## src/rtl/ncq_cfg.svh

```systemverilog
// Offsets, field positions, reset values and timing counts for the shadow configuration block
`ifndef NCQ_CFG_SVH
`define NCQ_CFG_SVH

`define NCQ_REG_CD_GAIN 8'h0e
`define NCQ_REG_CD_GAIN_DLY 8'h0f
`define NCQ_REG_CD_TRIM 8'h11
`define NCQ_REG_AB_SHIFT 8'h12
`define NCQ_REG_CD_SHIFT 8'h13
`define NCQ_REG_AB_STEP_LO 8'h14
`define NCQ_REG_AB_STEP_HI 8'h15
`define NCQ_REG_CD_STEP_LO 8'h16
`define NCQ_REG_CD_STEP_HI 8'h17
`define NCQ_REG_SYNC_SEL 8'h1e
`define NCQ_REG_STATUS 8'h1f
`define NCQ_GAIN_RST 16'h0400
`define NCQ_GAIN_DLY_RST 16'h0400
`define NCQ_ZERO16 16'h0000
`define NCQ_TRIM_W 12
`define NCQ_BIT_CORR_SYNC 0
`define NCQ_BIT_MIX_SYNC 1
`define NCQ_SYNC_SEL_RST 2'h3
`define NCQ_SYNC_LATENCY 1

`endif

```

## src/rtl/ncq_pkg.sv

```systemverilog
// Types for the shadow configuration block
package ncq_pkg;
    typedef enum logic [1:0] {
        NCQ_W_IDLE,
        NCQ_W_RESP
    } ncq_wr_state_t;

    typedef struct packed {
        logic [15:0] shift;
        logic [31:0] step;
    } ncq_mix_t;
endpackage

```

## src/rtl/ncq_nco_if.sv

```systemverilog
// Carrier between the register bank and one NCO lane
`timescale 1ns/100ps
interface ncq_nco_if;
    logic [15:0] shift;
    logic [31:0] step;
    logic [15:0] table_addr;
    modport bank (output shift, output step, input table_addr);
    modport nco (input shift, input step, output table_addr);
endinterface : ncq_nco_if

```

## src/rtl/ncq_nco.sv

```systemverilog
// One numerically controlled oscillator phase path
`timescale 1ns/100ps
module ncq_nco (
    // Clock and reset
    input wire logic i_clk,
    input wire logic i_resetn,
    // Active settings in, table address out
    ncq_nco_if.nco port_nco
);
    logic [31:0] acc_q;
    logic [31:0] acc_d;
    logic [15:0] addr_q;
    logic [15:0] addr_d;

    assign acc_d = acc_q + port_nco.step;
    assign addr_d = acc_q[31:16] + port_nco.shift;
    assign port_nco.table_addr = addr_q;

    always_ff @(posedge i_clk or negedge i_resetn) begin
        if (!i_resetn) begin
            acc_q <= 32'h00000000;
            addr_q <= 16'h0000;
        end else begin
            acc_q <= acc_d;
            addr_q <= addr_d;
        end
    end
endmodule // ncq_nco

```

## src/rtl/ncq_shadow_cfg.sv

```systemverilog
// Double-buffered correction and mixer configuration behind an AXI4-Lite slave
//
// The AXI4-Lite interface to the registers is this design's own decision.
`timescale 1ns/100ps
`include "ncq_cfg.svh"
module ncq_shadow_cfg (
    // Clock and reset
    input wire logic i_clk,
    input wire logic i_resetn,
    // AXI4-Lite write address and data
    input wire logic [31:0] i_awaddr,
    input wire logic i_awvalid,
    output logic o_awready,
    input wire logic [31:0] i_wdata,
    input wire logic [3:0] i_wstrb,
    input wire logic i_wvalid,
    output logic o_wready,
    // AXI4-Lite write response
    output logic [1:0] o_bresp,
    output logic o_bvalid,
    input wire logic i_bready,
    // AXI4-Lite read
    input wire logic [31:0] i_araddr,
    input wire logic i_arvalid,
    output logic o_arready,
    output logic [31:0] o_rdata,
    output logic [1:0] o_rresp,
    output logic o_rvalid,
    input wire logic i_rready,
    // Datapath samples
    input wire logic [15:0] i_sample_c,
    input wire logic [15:0] i_sample_d,
    output logic [15:0] o_sample_c,
    output logic [15:0] o_sample_d,
    // Active settings to the datapath
    output logic [15:0] o_cd_gain,
    output logic [15:0] o_cd_gain_dly,
    output logic [11:0] o_cd_iq_phase_trim,
    output logic [15:0] o_ab_table_addr,
    output logic [15:0] o_cd_table_addr
);
    ////////////////////////////////////////////////////////////////////////////
    // Write channel
    ncq_pkg::ncq_wr_state_t wst_q;
    logic aw_got_q;
    logic w_got_q;
    logic [7:0] waddr_q;
    logic [15:0] wdat_q;
    logic wr_go;
    logic wr_ok;
    logic [7:0] aw_idx;
    logic [7:0] ar_idx;
    logic aw_take;
    logic w_take;
    logic wr_err_q;

    assign o_awready = (wst_q == ncq_pkg::NCQ_W_IDLE) && !aw_got_q;
    assign o_wready = (wst_q == ncq_pkg::NCQ_W_IDLE) && !w_got_q;
    assign aw_take = i_awvalid && o_awready;
    assign w_take = i_wvalid && o_wready;
    assign aw_idx = i_awaddr[9:2];
    assign wr_go = (wst_q == ncq_pkg::NCQ_W_IDLE) && (aw_got_q || aw_take) && (w_got_q || w_take);
    assign o_bvalid = (wst_q == ncq_pkg::NCQ_W_RESP);
    assign o_bresp = wr_err_q ? 2'h2 : 2'h0;

    logic [7:0] wa_now;
    logic [15:0] wd_now;
    assign wa_now = aw_got_q ? waddr_q : aw_idx;
    assign wd_now = w_got_q ? wdat_q : {(i_wstrb[1] ? i_wdata[15:8] : 8'h00),
                                        (i_wstrb[0] ? i_wdata[7:0] : 8'h00)};
    logic wstrb_full_q;
    logic wstrb_full;
    assign wstrb_full = w_got_q ? wstrb_full_q : (i_wstrb[1:0] == 2'h3);

    logic map_hit;
    assign map_hit = (wa_now == `NCQ_REG_CD_GAIN) || (wa_now == `NCQ_REG_CD_GAIN_DLY)
        || (wa_now == `NCQ_REG_CD_TRIM) || (wa_now == `NCQ_REG_AB_SHIFT)
        || (wa_now == `NCQ_REG_CD_SHIFT) || (wa_now == `NCQ_REG_AB_STEP_LO)
        || (wa_now == `NCQ_REG_AB_STEP_HI) || (wa_now == `NCQ_REG_CD_STEP_LO)
        || (wa_now == `NCQ_REG_CD_STEP_HI) || (wa_now == `NCQ_REG_SYNC_SEL);
    assign wr_ok = wr_go && map_hit && wstrb_full;

    always_ff @(posedge i_clk or negedge i_resetn) begin
        if (!i_resetn) begin
            wst_q <= ncq_pkg::NCQ_W_IDLE;
            aw_got_q <= 1'b0;
            w_got_q <= 1'b0;
            waddr_q <= 8'h00;
            wdat_q <= 16'h0000;
            wstrb_full_q <= 1'b0;
            wr_err_q <= 1'b0;
        end else begin
            case (wst_q)
                ncq_pkg::NCQ_W_IDLE: begin
                    if (wr_go) begin
                        wst_q <= ncq_pkg::NCQ_W_RESP;
                        aw_got_q <= 1'b0;
                        w_got_q <= 1'b0;
                        wr_err_q <= !map_hit;
                    end else begin
                        if (aw_take) begin
                            aw_got_q <= 1'b1;
                            waddr_q <= aw_idx;
                        end
                        if (w_take) begin
                            w_got_q <= 1'b1;
                            wdat_q <= wd_now;
                            wstrb_full_q <= (i_wstrb[1:0] == 2'h3);
                        end
                    end
                end
                ncq_pkg::NCQ_W_RESP: begin
                    if (i_bready) begin
                        wst_q <= ncq_pkg::NCQ_W_IDLE;
                    end
                end
                default: wst_q <= ncq_pkg::NCQ_W_IDLE;
            endcase
        end
    end

    ////////////////////////////////////////////////////////////////////////////
    // Staged registers
    logic [15:0] st_cd_gain_q;
    logic [15:0] st_cd_gain_dly_q;
    logic [11:0] st_cd_trim_q;
    logic [15:0] st_ab_shift_q;
    logic [15:0] st_cd_shift_q;
    logic [31:0] st_ab_step_q;
    logic [31:0] st_cd_step_q;
    logic [1:0] sync_sel_q;

    always_ff @(posedge i_clk or negedge i_resetn) begin
        if (!i_resetn) begin
            st_cd_gain_q <= `NCQ_GAIN_RST;
            st_cd_gain_dly_q <= `NCQ_GAIN_DLY_RST;
            st_cd_trim_q <= 12'h000;
            st_ab_shift_q <= `NCQ_ZERO16;
            st_cd_shift_q <= `NCQ_ZERO16;
            st_ab_step_q <= 32'h00000000;
            st_cd_step_q <= 32'h00000000;
            sync_sel_q <= `NCQ_SYNC_SEL_RST;
        end else if (wr_ok) begin
            case (wa_now)
                `NCQ_REG_CD_GAIN: st_cd_gain_q <= wd_now;
                `NCQ_REG_CD_GAIN_DLY: st_cd_gain_dly_q <= wd_now;
                `NCQ_REG_CD_TRIM: st_cd_trim_q <= wd_now[11:0];
                `NCQ_REG_AB_SHIFT: st_ab_shift_q <= wd_now;
                `NCQ_REG_CD_SHIFT: st_cd_shift_q <= wd_now;
                `NCQ_REG_AB_STEP_LO: st_ab_step_q[15:0] <= wd_now;
                `NCQ_REG_AB_STEP_HI: st_ab_step_q[31:16] <= wd_now;
                `NCQ_REG_CD_STEP_LO: st_cd_step_q[15:0] <= wd_now;
                `NCQ_REG_CD_STEP_HI: st_cd_step_q[31:16] <= wd_now;
                `NCQ_REG_SYNC_SEL: sync_sel_q <= wd_now[1:0];
                default: st_cd_gain_q <= st_cd_gain_q;
            endcase
        end
    end

    ////////////////////////////////////////////////////////////////////////////
    // Auto-sync into active copies
    logic corr_sync_q;
    logic ab_sync_q;
    logic cd_sync_q;
    logic corr_sync_d;
    logic ab_sync_d;
    logic cd_sync_d;
    assign corr_sync_d = wr_ok && (wa_now == `NCQ_REG_CD_TRIM)
        && sync_sel_q[`NCQ_BIT_CORR_SYNC];
    assign ab_sync_d = wr_ok && (wa_now == `NCQ_REG_AB_SHIFT)
        && sync_sel_q[`NCQ_BIT_MIX_SYNC];
    assign cd_sync_d = wr_ok && (wa_now == `NCQ_REG_CD_SHIFT)
        && sync_sel_q[`NCQ_BIT_MIX_SYNC];

    ncq_pkg::ncq_mix_t ab_act_q;
    ncq_pkg::ncq_mix_t cd_act_q;
    logic [15:0] act_cd_gain_q;
    logic [15:0] act_cd_gain_dly_q;
    logic [11:0] act_cd_trim_q;
    logic [1:0] sync_seen_q;

    always_ff @(posedge i_clk or negedge i_resetn) begin
        if (!i_resetn) begin
            corr_sync_q <= 1'b0;
            ab_sync_q <= 1'b0;
            cd_sync_q <= 1'b0;
        end else begin
            corr_sync_q <= corr_sync_d;
            ab_sync_q <= ab_sync_d;
            cd_sync_q <= cd_sync_d;
        end
    end

    always_ff @(posedge i_clk or negedge i_resetn) begin
        if (!i_resetn) begin
            act_cd_gain_q <= `NCQ_GAIN_RST;
            act_cd_gain_dly_q <= `NCQ_GAIN_DLY_RST;
            act_cd_trim_q <= 12'h000;
            ab_act_q <= '0;
            cd_act_q <= '0;
        end else begin
            if (corr_sync_q) begin
                act_cd_gain_q <= st_cd_gain_q;
                act_cd_gain_dly_q <= st_cd_gain_dly_q;
                act_cd_trim_q <= st_cd_trim_q;
            end
            if (ab_sync_q) begin
                ab_act_q <= '{shift: st_ab_shift_q, step: st_ab_step_q};
            end
            if (cd_sync_q) begin
                cd_act_q <= '{shift: st_cd_shift_q, step: st_cd_step_q};
            end
        end
    end

    // Sticky record of syncs, cleared by writing the status register
    always_ff @(posedge i_clk or negedge i_resetn) begin
        if (!i_resetn) begin
            sync_seen_q <= 2'h0;
        end else begin
            sync_seen_q <= ((wr_go && (wa_now == `NCQ_REG_STATUS)) ? 2'h0 : sync_seen_q)
                | {ab_sync_q || cd_sync_q, corr_sync_q};
        end
    end

    assign o_cd_gain = act_cd_gain_q;
    assign o_cd_gain_dly = act_cd_gain_dly_q;
    assign o_cd_iq_phase_trim = act_cd_trim_q;

    ////////////////////////////////////////////////////////////////////////////
    // Phase correction datapath
    logic signed [27:0] trim_prod;
    logic signed [16:0] c_sum;
    logic [15:0] c_q;
    logic [15:0] d_q;
    assign trim_prod = $signed(act_cd_trim_q) * $signed(i_sample_d);
    assign c_sum = $signed({i_sample_c[15], i_sample_c})
        + $signed({trim_prod[27], trim_prod[27:12]});

    always_ff @(posedge i_clk or negedge i_resetn) begin
        if (!i_resetn) begin
            c_q <= 16'h0000;
            d_q <= 16'h0000;
        end else begin
            c_q <= (c_sum[16] != c_sum[15]) ? {c_sum[16], {15{~c_sum[16]}}} : c_sum[15:0];
            d_q <= i_sample_d;
        end
    end
    assign o_sample_c = c_q;
    assign o_sample_d = d_q;

    ////////////////////////////////////////////////////////////////////////////
    // NCO lanes
    ncq_nco_if ab_lane ();
    ncq_nco_if cd_lane ();
    assign ab_lane.shift = ab_act_q.shift;
    assign ab_lane.step = ab_act_q.step;
    assign cd_lane.shift = cd_act_q.shift;
    assign cd_lane.step = cd_act_q.step;

    ncq_nco u_ab_nco (.i_clk(i_clk), .i_resetn(i_resetn), .port_nco(ab_lane));
    ncq_nco u_cd_nco (.i_clk(i_clk), .i_resetn(i_resetn), .port_nco(cd_lane));
    assign o_ab_table_addr = ab_lane.table_addr;
    assign o_cd_table_addr = cd_lane.table_addr;

    ////////////////////////////////////////////////////////////////////////////
    // Read channel
    logic rvalid_q;
    logic [31:0] rdata_q;
    logic rerr_q;
    logic [15:0] rd_val;
    logic rd_hit;
    assign ar_idx = i_araddr[9:2];
    assign o_arready = !rvalid_q;
    assign rd_hit = (ar_idx == `NCQ_REG_CD_GAIN) || (ar_idx == `NCQ_REG_CD_GAIN_DLY)
        || (ar_idx == `NCQ_REG_CD_TRIM) || (ar_idx == `NCQ_REG_AB_SHIFT)
        || (ar_idx == `NCQ_REG_CD_SHIFT) || (ar_idx == `NCQ_REG_AB_STEP_LO)
        || (ar_idx == `NCQ_REG_AB_STEP_HI) || (ar_idx == `NCQ_REG_CD_STEP_LO)
        || (ar_idx == `NCQ_REG_CD_STEP_HI) || (ar_idx == `NCQ_REG_SYNC_SEL)
        || (ar_idx == `NCQ_REG_STATUS);
    assign rd_val =
        (ar_idx == `NCQ_REG_CD_GAIN) ? st_cd_gain_q :
        (ar_idx == `NCQ_REG_CD_GAIN_DLY) ? st_cd_gain_dly_q :
        (ar_idx == `NCQ_REG_CD_TRIM) ? {4'h0, st_cd_trim_q} :
        (ar_idx == `NCQ_REG_AB_SHIFT) ? st_ab_shift_q :
        (ar_idx == `NCQ_REG_CD_SHIFT) ? st_cd_shift_q :
        (ar_idx == `NCQ_REG_AB_STEP_LO) ? st_ab_step_q[15:0] :
        (ar_idx == `NCQ_REG_AB_STEP_HI) ? st_ab_step_q[31:16] :
        (ar_idx == `NCQ_REG_CD_STEP_LO) ? st_cd_step_q[15:0] :
        (ar_idx == `NCQ_REG_CD_STEP_HI) ? st_cd_step_q[31:16] :
        (ar_idx == `NCQ_REG_SYNC_SEL) ? {14'h0000, sync_sel_q} :
        (ar_idx == `NCQ_REG_STATUS) ? {14'h0000, sync_seen_q} : 16'h0000;

    always_ff @(posedge i_clk or negedge i_resetn) begin
        if (!i_resetn) begin
            rvalid_q <= 1'b0;
            rdata_q <= 32'h00000000;
            rerr_q <= 1'b0;
        end else if (i_arvalid && o_arready) begin
            rvalid_q <= 1'b1;
            rdata_q <= {16'h0000, rd_val};
            rerr_q <= !rd_hit;
        end else if (i_rready) begin
            rvalid_q <= 1'b0;
        end
    end
    assign o_rvalid = rvalid_q;
    assign o_rdata = rdata_q;
    assign o_rresp = rerr_q ? 2'h2 : 2'h0;
endmodule // ncq_shadow_cfg

```

## config.mk

```make
export PLATFORM = sky130hd
export DESIGN_NAME = ncq_shadow_cfg
export DESIGN_NICKNAME = d
export VERILOG_FILES = /design/src/rtl/ncq_pkg.sv /design/src/rtl/ncq_nco_if.sv /design/src/rtl/ncq_nco.sv /design/src/rtl/ncq_shadow_cfg.sv
export VERILOG_INCLUDE_DIRS = /design/src /design/src/rtl
export SDC_FILE = /design/constraint.sdc
export NUM_CORES = 1
export LEC_CHECK = 0
export BUFFER_PORTS_ARGS = -buffer_cell sky130_fd_sc_hd__buf_4
export CAP_MARGIN = 10
export CORE_MARGIN = 1
export CORE_UTILIZATION = 39
export CTS_BUF_LIST = sky130_fd_sc_hd__clkbuf_4 sky130_fd_sc_hd__clkbuf_8
export DETAILED_ROUTE_END_ITERATION = 12
export GPL_ROUTABILITY_DRIVEN = 1
export SETUP_SLACK_MARGIN = 0.1
export SYNTH_ARGS = -nofsm -noshare
export SYNTH_HDL_FRONTEND = slang
export SYNTH_SLANG_ARGS = --single-unit
```

## constraint.sdc

```tcl
create_clock -name i_clk -period 18.15 [get_ports i_clk]
set_input_delay 3.63 -clock i_clk [delete_from_list [all_inputs] [get_ports i_clk]]
set_output_delay 3.63 -clock i_clk [all_outputs]
set_load 0.02 [all_outputs]
```

==> impl_metrics.yaml <==
global_route:
  antenna_found_initial: 2
  grt_pass1_vias: 21200
  grt_pass1_wl_microns: 119000
  grt_max_degree: 177
  track_usage_pct: 20.8
  overflow: 0
timing:
  post-route-period-util_pct: 59.4
  fmax_ghz: 0.0928
  finalSetupViolCount: 0
  hold_viol_final: 0
  holdWs_ns: 0.470
  fin_crit_ns: 10.77
  rsz0062_at_grt: "false"
  setup_tns_ns: 0
  worst_pin_slew_ns: 1.26
  slew_headroom_pct: 16.3
  drv_slew: 0
  fin_worst_skew_ns: 0.0530
placement:
  hpwlAfterDp_microns: 56200
  gp_congestion: 0.871
  port-buffer-count: 203
worst_setup_path:
  cp_max_fo: 14
  cp-end-kind: "flip-flop"
  cp-startpoint: "i_sample_d[5]"
  arrival_ns: 11.34
  reg2reg_from: "o_cd_iq_phase_trim[7]"
  crit_type: "primary input to flip-flop"
  crit_end: "o_sample_c[12]"
  ff2ff_path_depth: 24
  r2r-end: "o_sample_c[12]"
  timing.reg2reg.setup_slack_ns: 9.66
  cp_data_required_time_ns: 18.71
  cp-start-kind: "primary input"
cts:
  clockBufferDepth: 3
  cts_root_buf: "clkbuf_8"
  cts_tree: "built"
  htreeDepth: 3
  cts_buffers: 84
  clock_latency_ns: 0.68
  clock-sinks: 462
  ctsResizeCount: 0
  post_cts_buffers: 0
  holdBufCountCts: 0
  clkSlewWorstSetupHoldPaths_ns: 0.06
synthesis:
  synth.cell_area_sq_um: 28300
  synth_top_area_cell: "dfrtp_1"
  synth-main-ff-cell: "dfrtp_1"
  syn_inst: 2700
  synth_most_common_cell: "dfrtp_1"
  synth-edff-count: 0
  synth_top_cell_area_share_pct: 40.3
  synth_cell_type_count: 74
  yosysSeqAreaShare_pct: 40.9
  synth.avg_cell_area_sq_um: 10.5
  synth_area_leaders: "dfrtp_1, fa_1, ha_1"
  yosys-top-cells-count: "dfrtp_1, nand2_1, inv_1"
  ys_async_sr_fraction_pct: 100
  ys_ff_latch: 462
  yosys_warnings: 0
route:
  ant_nets: 0
  vias_per_cell: 5.20
  dr.pass1.iters: 5
  drt_iter0_markers: 1254
  totalWireLength_microns: 74800
  avgRoutedWirePerCell_microns: 19.1
  drc: 0
  vias: 20400
floorplanning:
  row_count: 98
  start_util_pct: 39.5
  coreArea_sq_um: 71600
  io_pins: 288
  die_h_microns: 271
  dieArea_sq_um: 73600
  die_w_microns: 271
power_and_ir_drop:
  leakage_uw: 0.0167
  peakVddDrop_mv: 0.0472
  power.density_nw_per_um2: 76.3
worst_hold_path:
  hp-class: "flip-flop to flip-flop"
layout:
  area_delta_synth_final_pct: 15.7
  fillers: 6717
  layout.nets: 3392
  drive_gt1_share_pct: 19.2
job:
  max_cap_viol_count: 0
outcome:
  status: "finished clean"
## registers in the layout (all words and copies together), names as in the netlist, 8 cells and up
| signal | count |
|---|---|
| st_cd_gain_q | 16 |
| u_cd_nco.acc_q | 32 |
| o_sample_d | 16 |
| wdat_q | 16 |
| waddr_q | 8 |
| ab_lane.step | 32 |
| st_ab_step_q | 32 |
| st_cd_step_q | 32 |
| st_cd_trim_q | 12 |
| cd_lane.step | 32 |
| ab_lane.shift | 16 |
| o_sample_c | 16 |
| cd_lane.shift | 16 |
| u_cd_nco.port_nco.table_addr | 16 |
| o_cd_gain | 16 |
| st_cd_shift_q | 16 |
| o_rdata | 16 |
| u_ab_nco.port_nco.table_addr | 16 |
| st_ab_shift_q | 16 |
| st_cd_gain_dly_q | 16 |
| o_cd_gain_dly | 16 |
| o_cd_iq_phase_trim | 12 |
| u_ab_nco.acc_q | 32 |
## power breakdown
part	switching (uW)	total, uW	internal, uW
logic	175	252	77.6
registers	31.2	1100	1070
clock network	459	1140	683
total	665	2500	1830
## layer usage
layer / vias to the layer above / track usage [%] / wire length [microns]
met3: 125 / 3.98 / 4690
met1: 10200 / 27.2 / 31800
met5: - / 0 / 0
li1: 9461 / - / -
met4: 0 / 7.97 / 2470
met2: 565 / 34.1 / 35800
## layout make-up
cell class / instances / area, sq um / share of cell area (%)
Antenna cell: 1 / 2.50 / 0.00765
Clock buffer: 134 / 1660 / 5.06
Clock inverter: 19 / 307 / 0.937
Inverter: 260 / 976 / 2.98
Multi-Input combinational cell: 1869 / 15200 / 46.6
Sequential cell: 462 / 11600 / 35.4
Tap cell: 950 / 1190 / 3.63
Timing Repair Buffer: 228 / 1760 / 5.39
## per-stage QoR
step / setup slack (ns) / cell area, sq um / util [%] / cells / power, uW
floorplan: 7.88 / 28300 / - / 2717 / 1240
global placement: 6.78 / 30700 / 42.9 / 3766 / 1360
detailed placement: 6.67 / 30700 / 42.9 / 3766 / 1370
CTS: 7.36 / 32700 / 45.6 / 3919 / 2520
global route: 6.88 / 32700 / 45.7 / 3923 / 2590
finish: 7.38 / 32700 / 45.7 / 3923 / 2500
## kinds of logic after synthesis
family | share of synthesized area [%]
and+or+nand+nor | 10.7
AOI/OAI and AO/OA | 11.1
DFF | 40.9
buffers and inverters | 5.45
adders and majority gates | 20.2
muxes | 8.15
xor gates and xnor gates | 3.50
other | 0.0133
## critical path: stages
cell,delay [ns]
buf_4,0.18
and2_1,0.19
fa_1,0.54
inv_1,0.06
fa_1,0.54
inv_1,0.05
fa_1,0.49
fa_1,0.52
fa_1,0.53
ha_1,0.24
a2111o_1,0.40
a21oi_2,0.16
o211ai_1,0.22
a31o_2,0.30
a211o_1,0.34
a21oi_1,0.24
xnor2_1,0.11
ha_1,0.34
nand3_1,0.11
o31ai_1,0.47
a211oi_1,0.17
nor2_1,0.29
nand2b_1,0.16
o32ai_2,0.77
o21ba_2,0.26
## layout by cell type, fill, tap and decap left out, types with 29 or more instances in the layout
cell / instances
a21o_1: 40
fa_1: 181
buf_4: 223
nand2_1: 336
nor2_1: 145
clkbuf_8: 104
and2_1: 59
o21ai_0: 193
mux2i_1: 29
ha_1: 167
a21oi_1: 134
xnor2_1: 86
mux2_2: 153
clkbuf_4: 30
dfrtp_1: 453
inv_1: 259
## worst min-delay path by stage
| stage | depth (start not counted) | start | slack (ns) | to |
|---|---|---|---|---|
| 3_3_place_gp | 1 | u_cd_nco.acc_q[0] | 0.45 | u_cd_nco.acc_q[0] |
| 3_5_place_dp | 1 | u_ab_nco.acc_q[0] | 0.46 | u_ab_nco.acc_q[0] |
| 4_1_cts | 1 | u_ab_nco.acc_q[0] | 0.47 | u_ab_nco.acc_q[0] |
| 6_report | 1 | u_ab_nco.acc_q[0] | 0.47 | u_ab_nco.acc_q[0] |
| 2_1_floorplan | 1 | u_ab_nco.acc_q[0] | 0.44 | u_ab_nco.acc_q[0] |
| 5_1_grt | 1 | u_ab_nco.acc_q[0] | 0.48 | u_ab_nco.acc_q[0] |
Note: power is estimated with default switching activity, not from simulation.
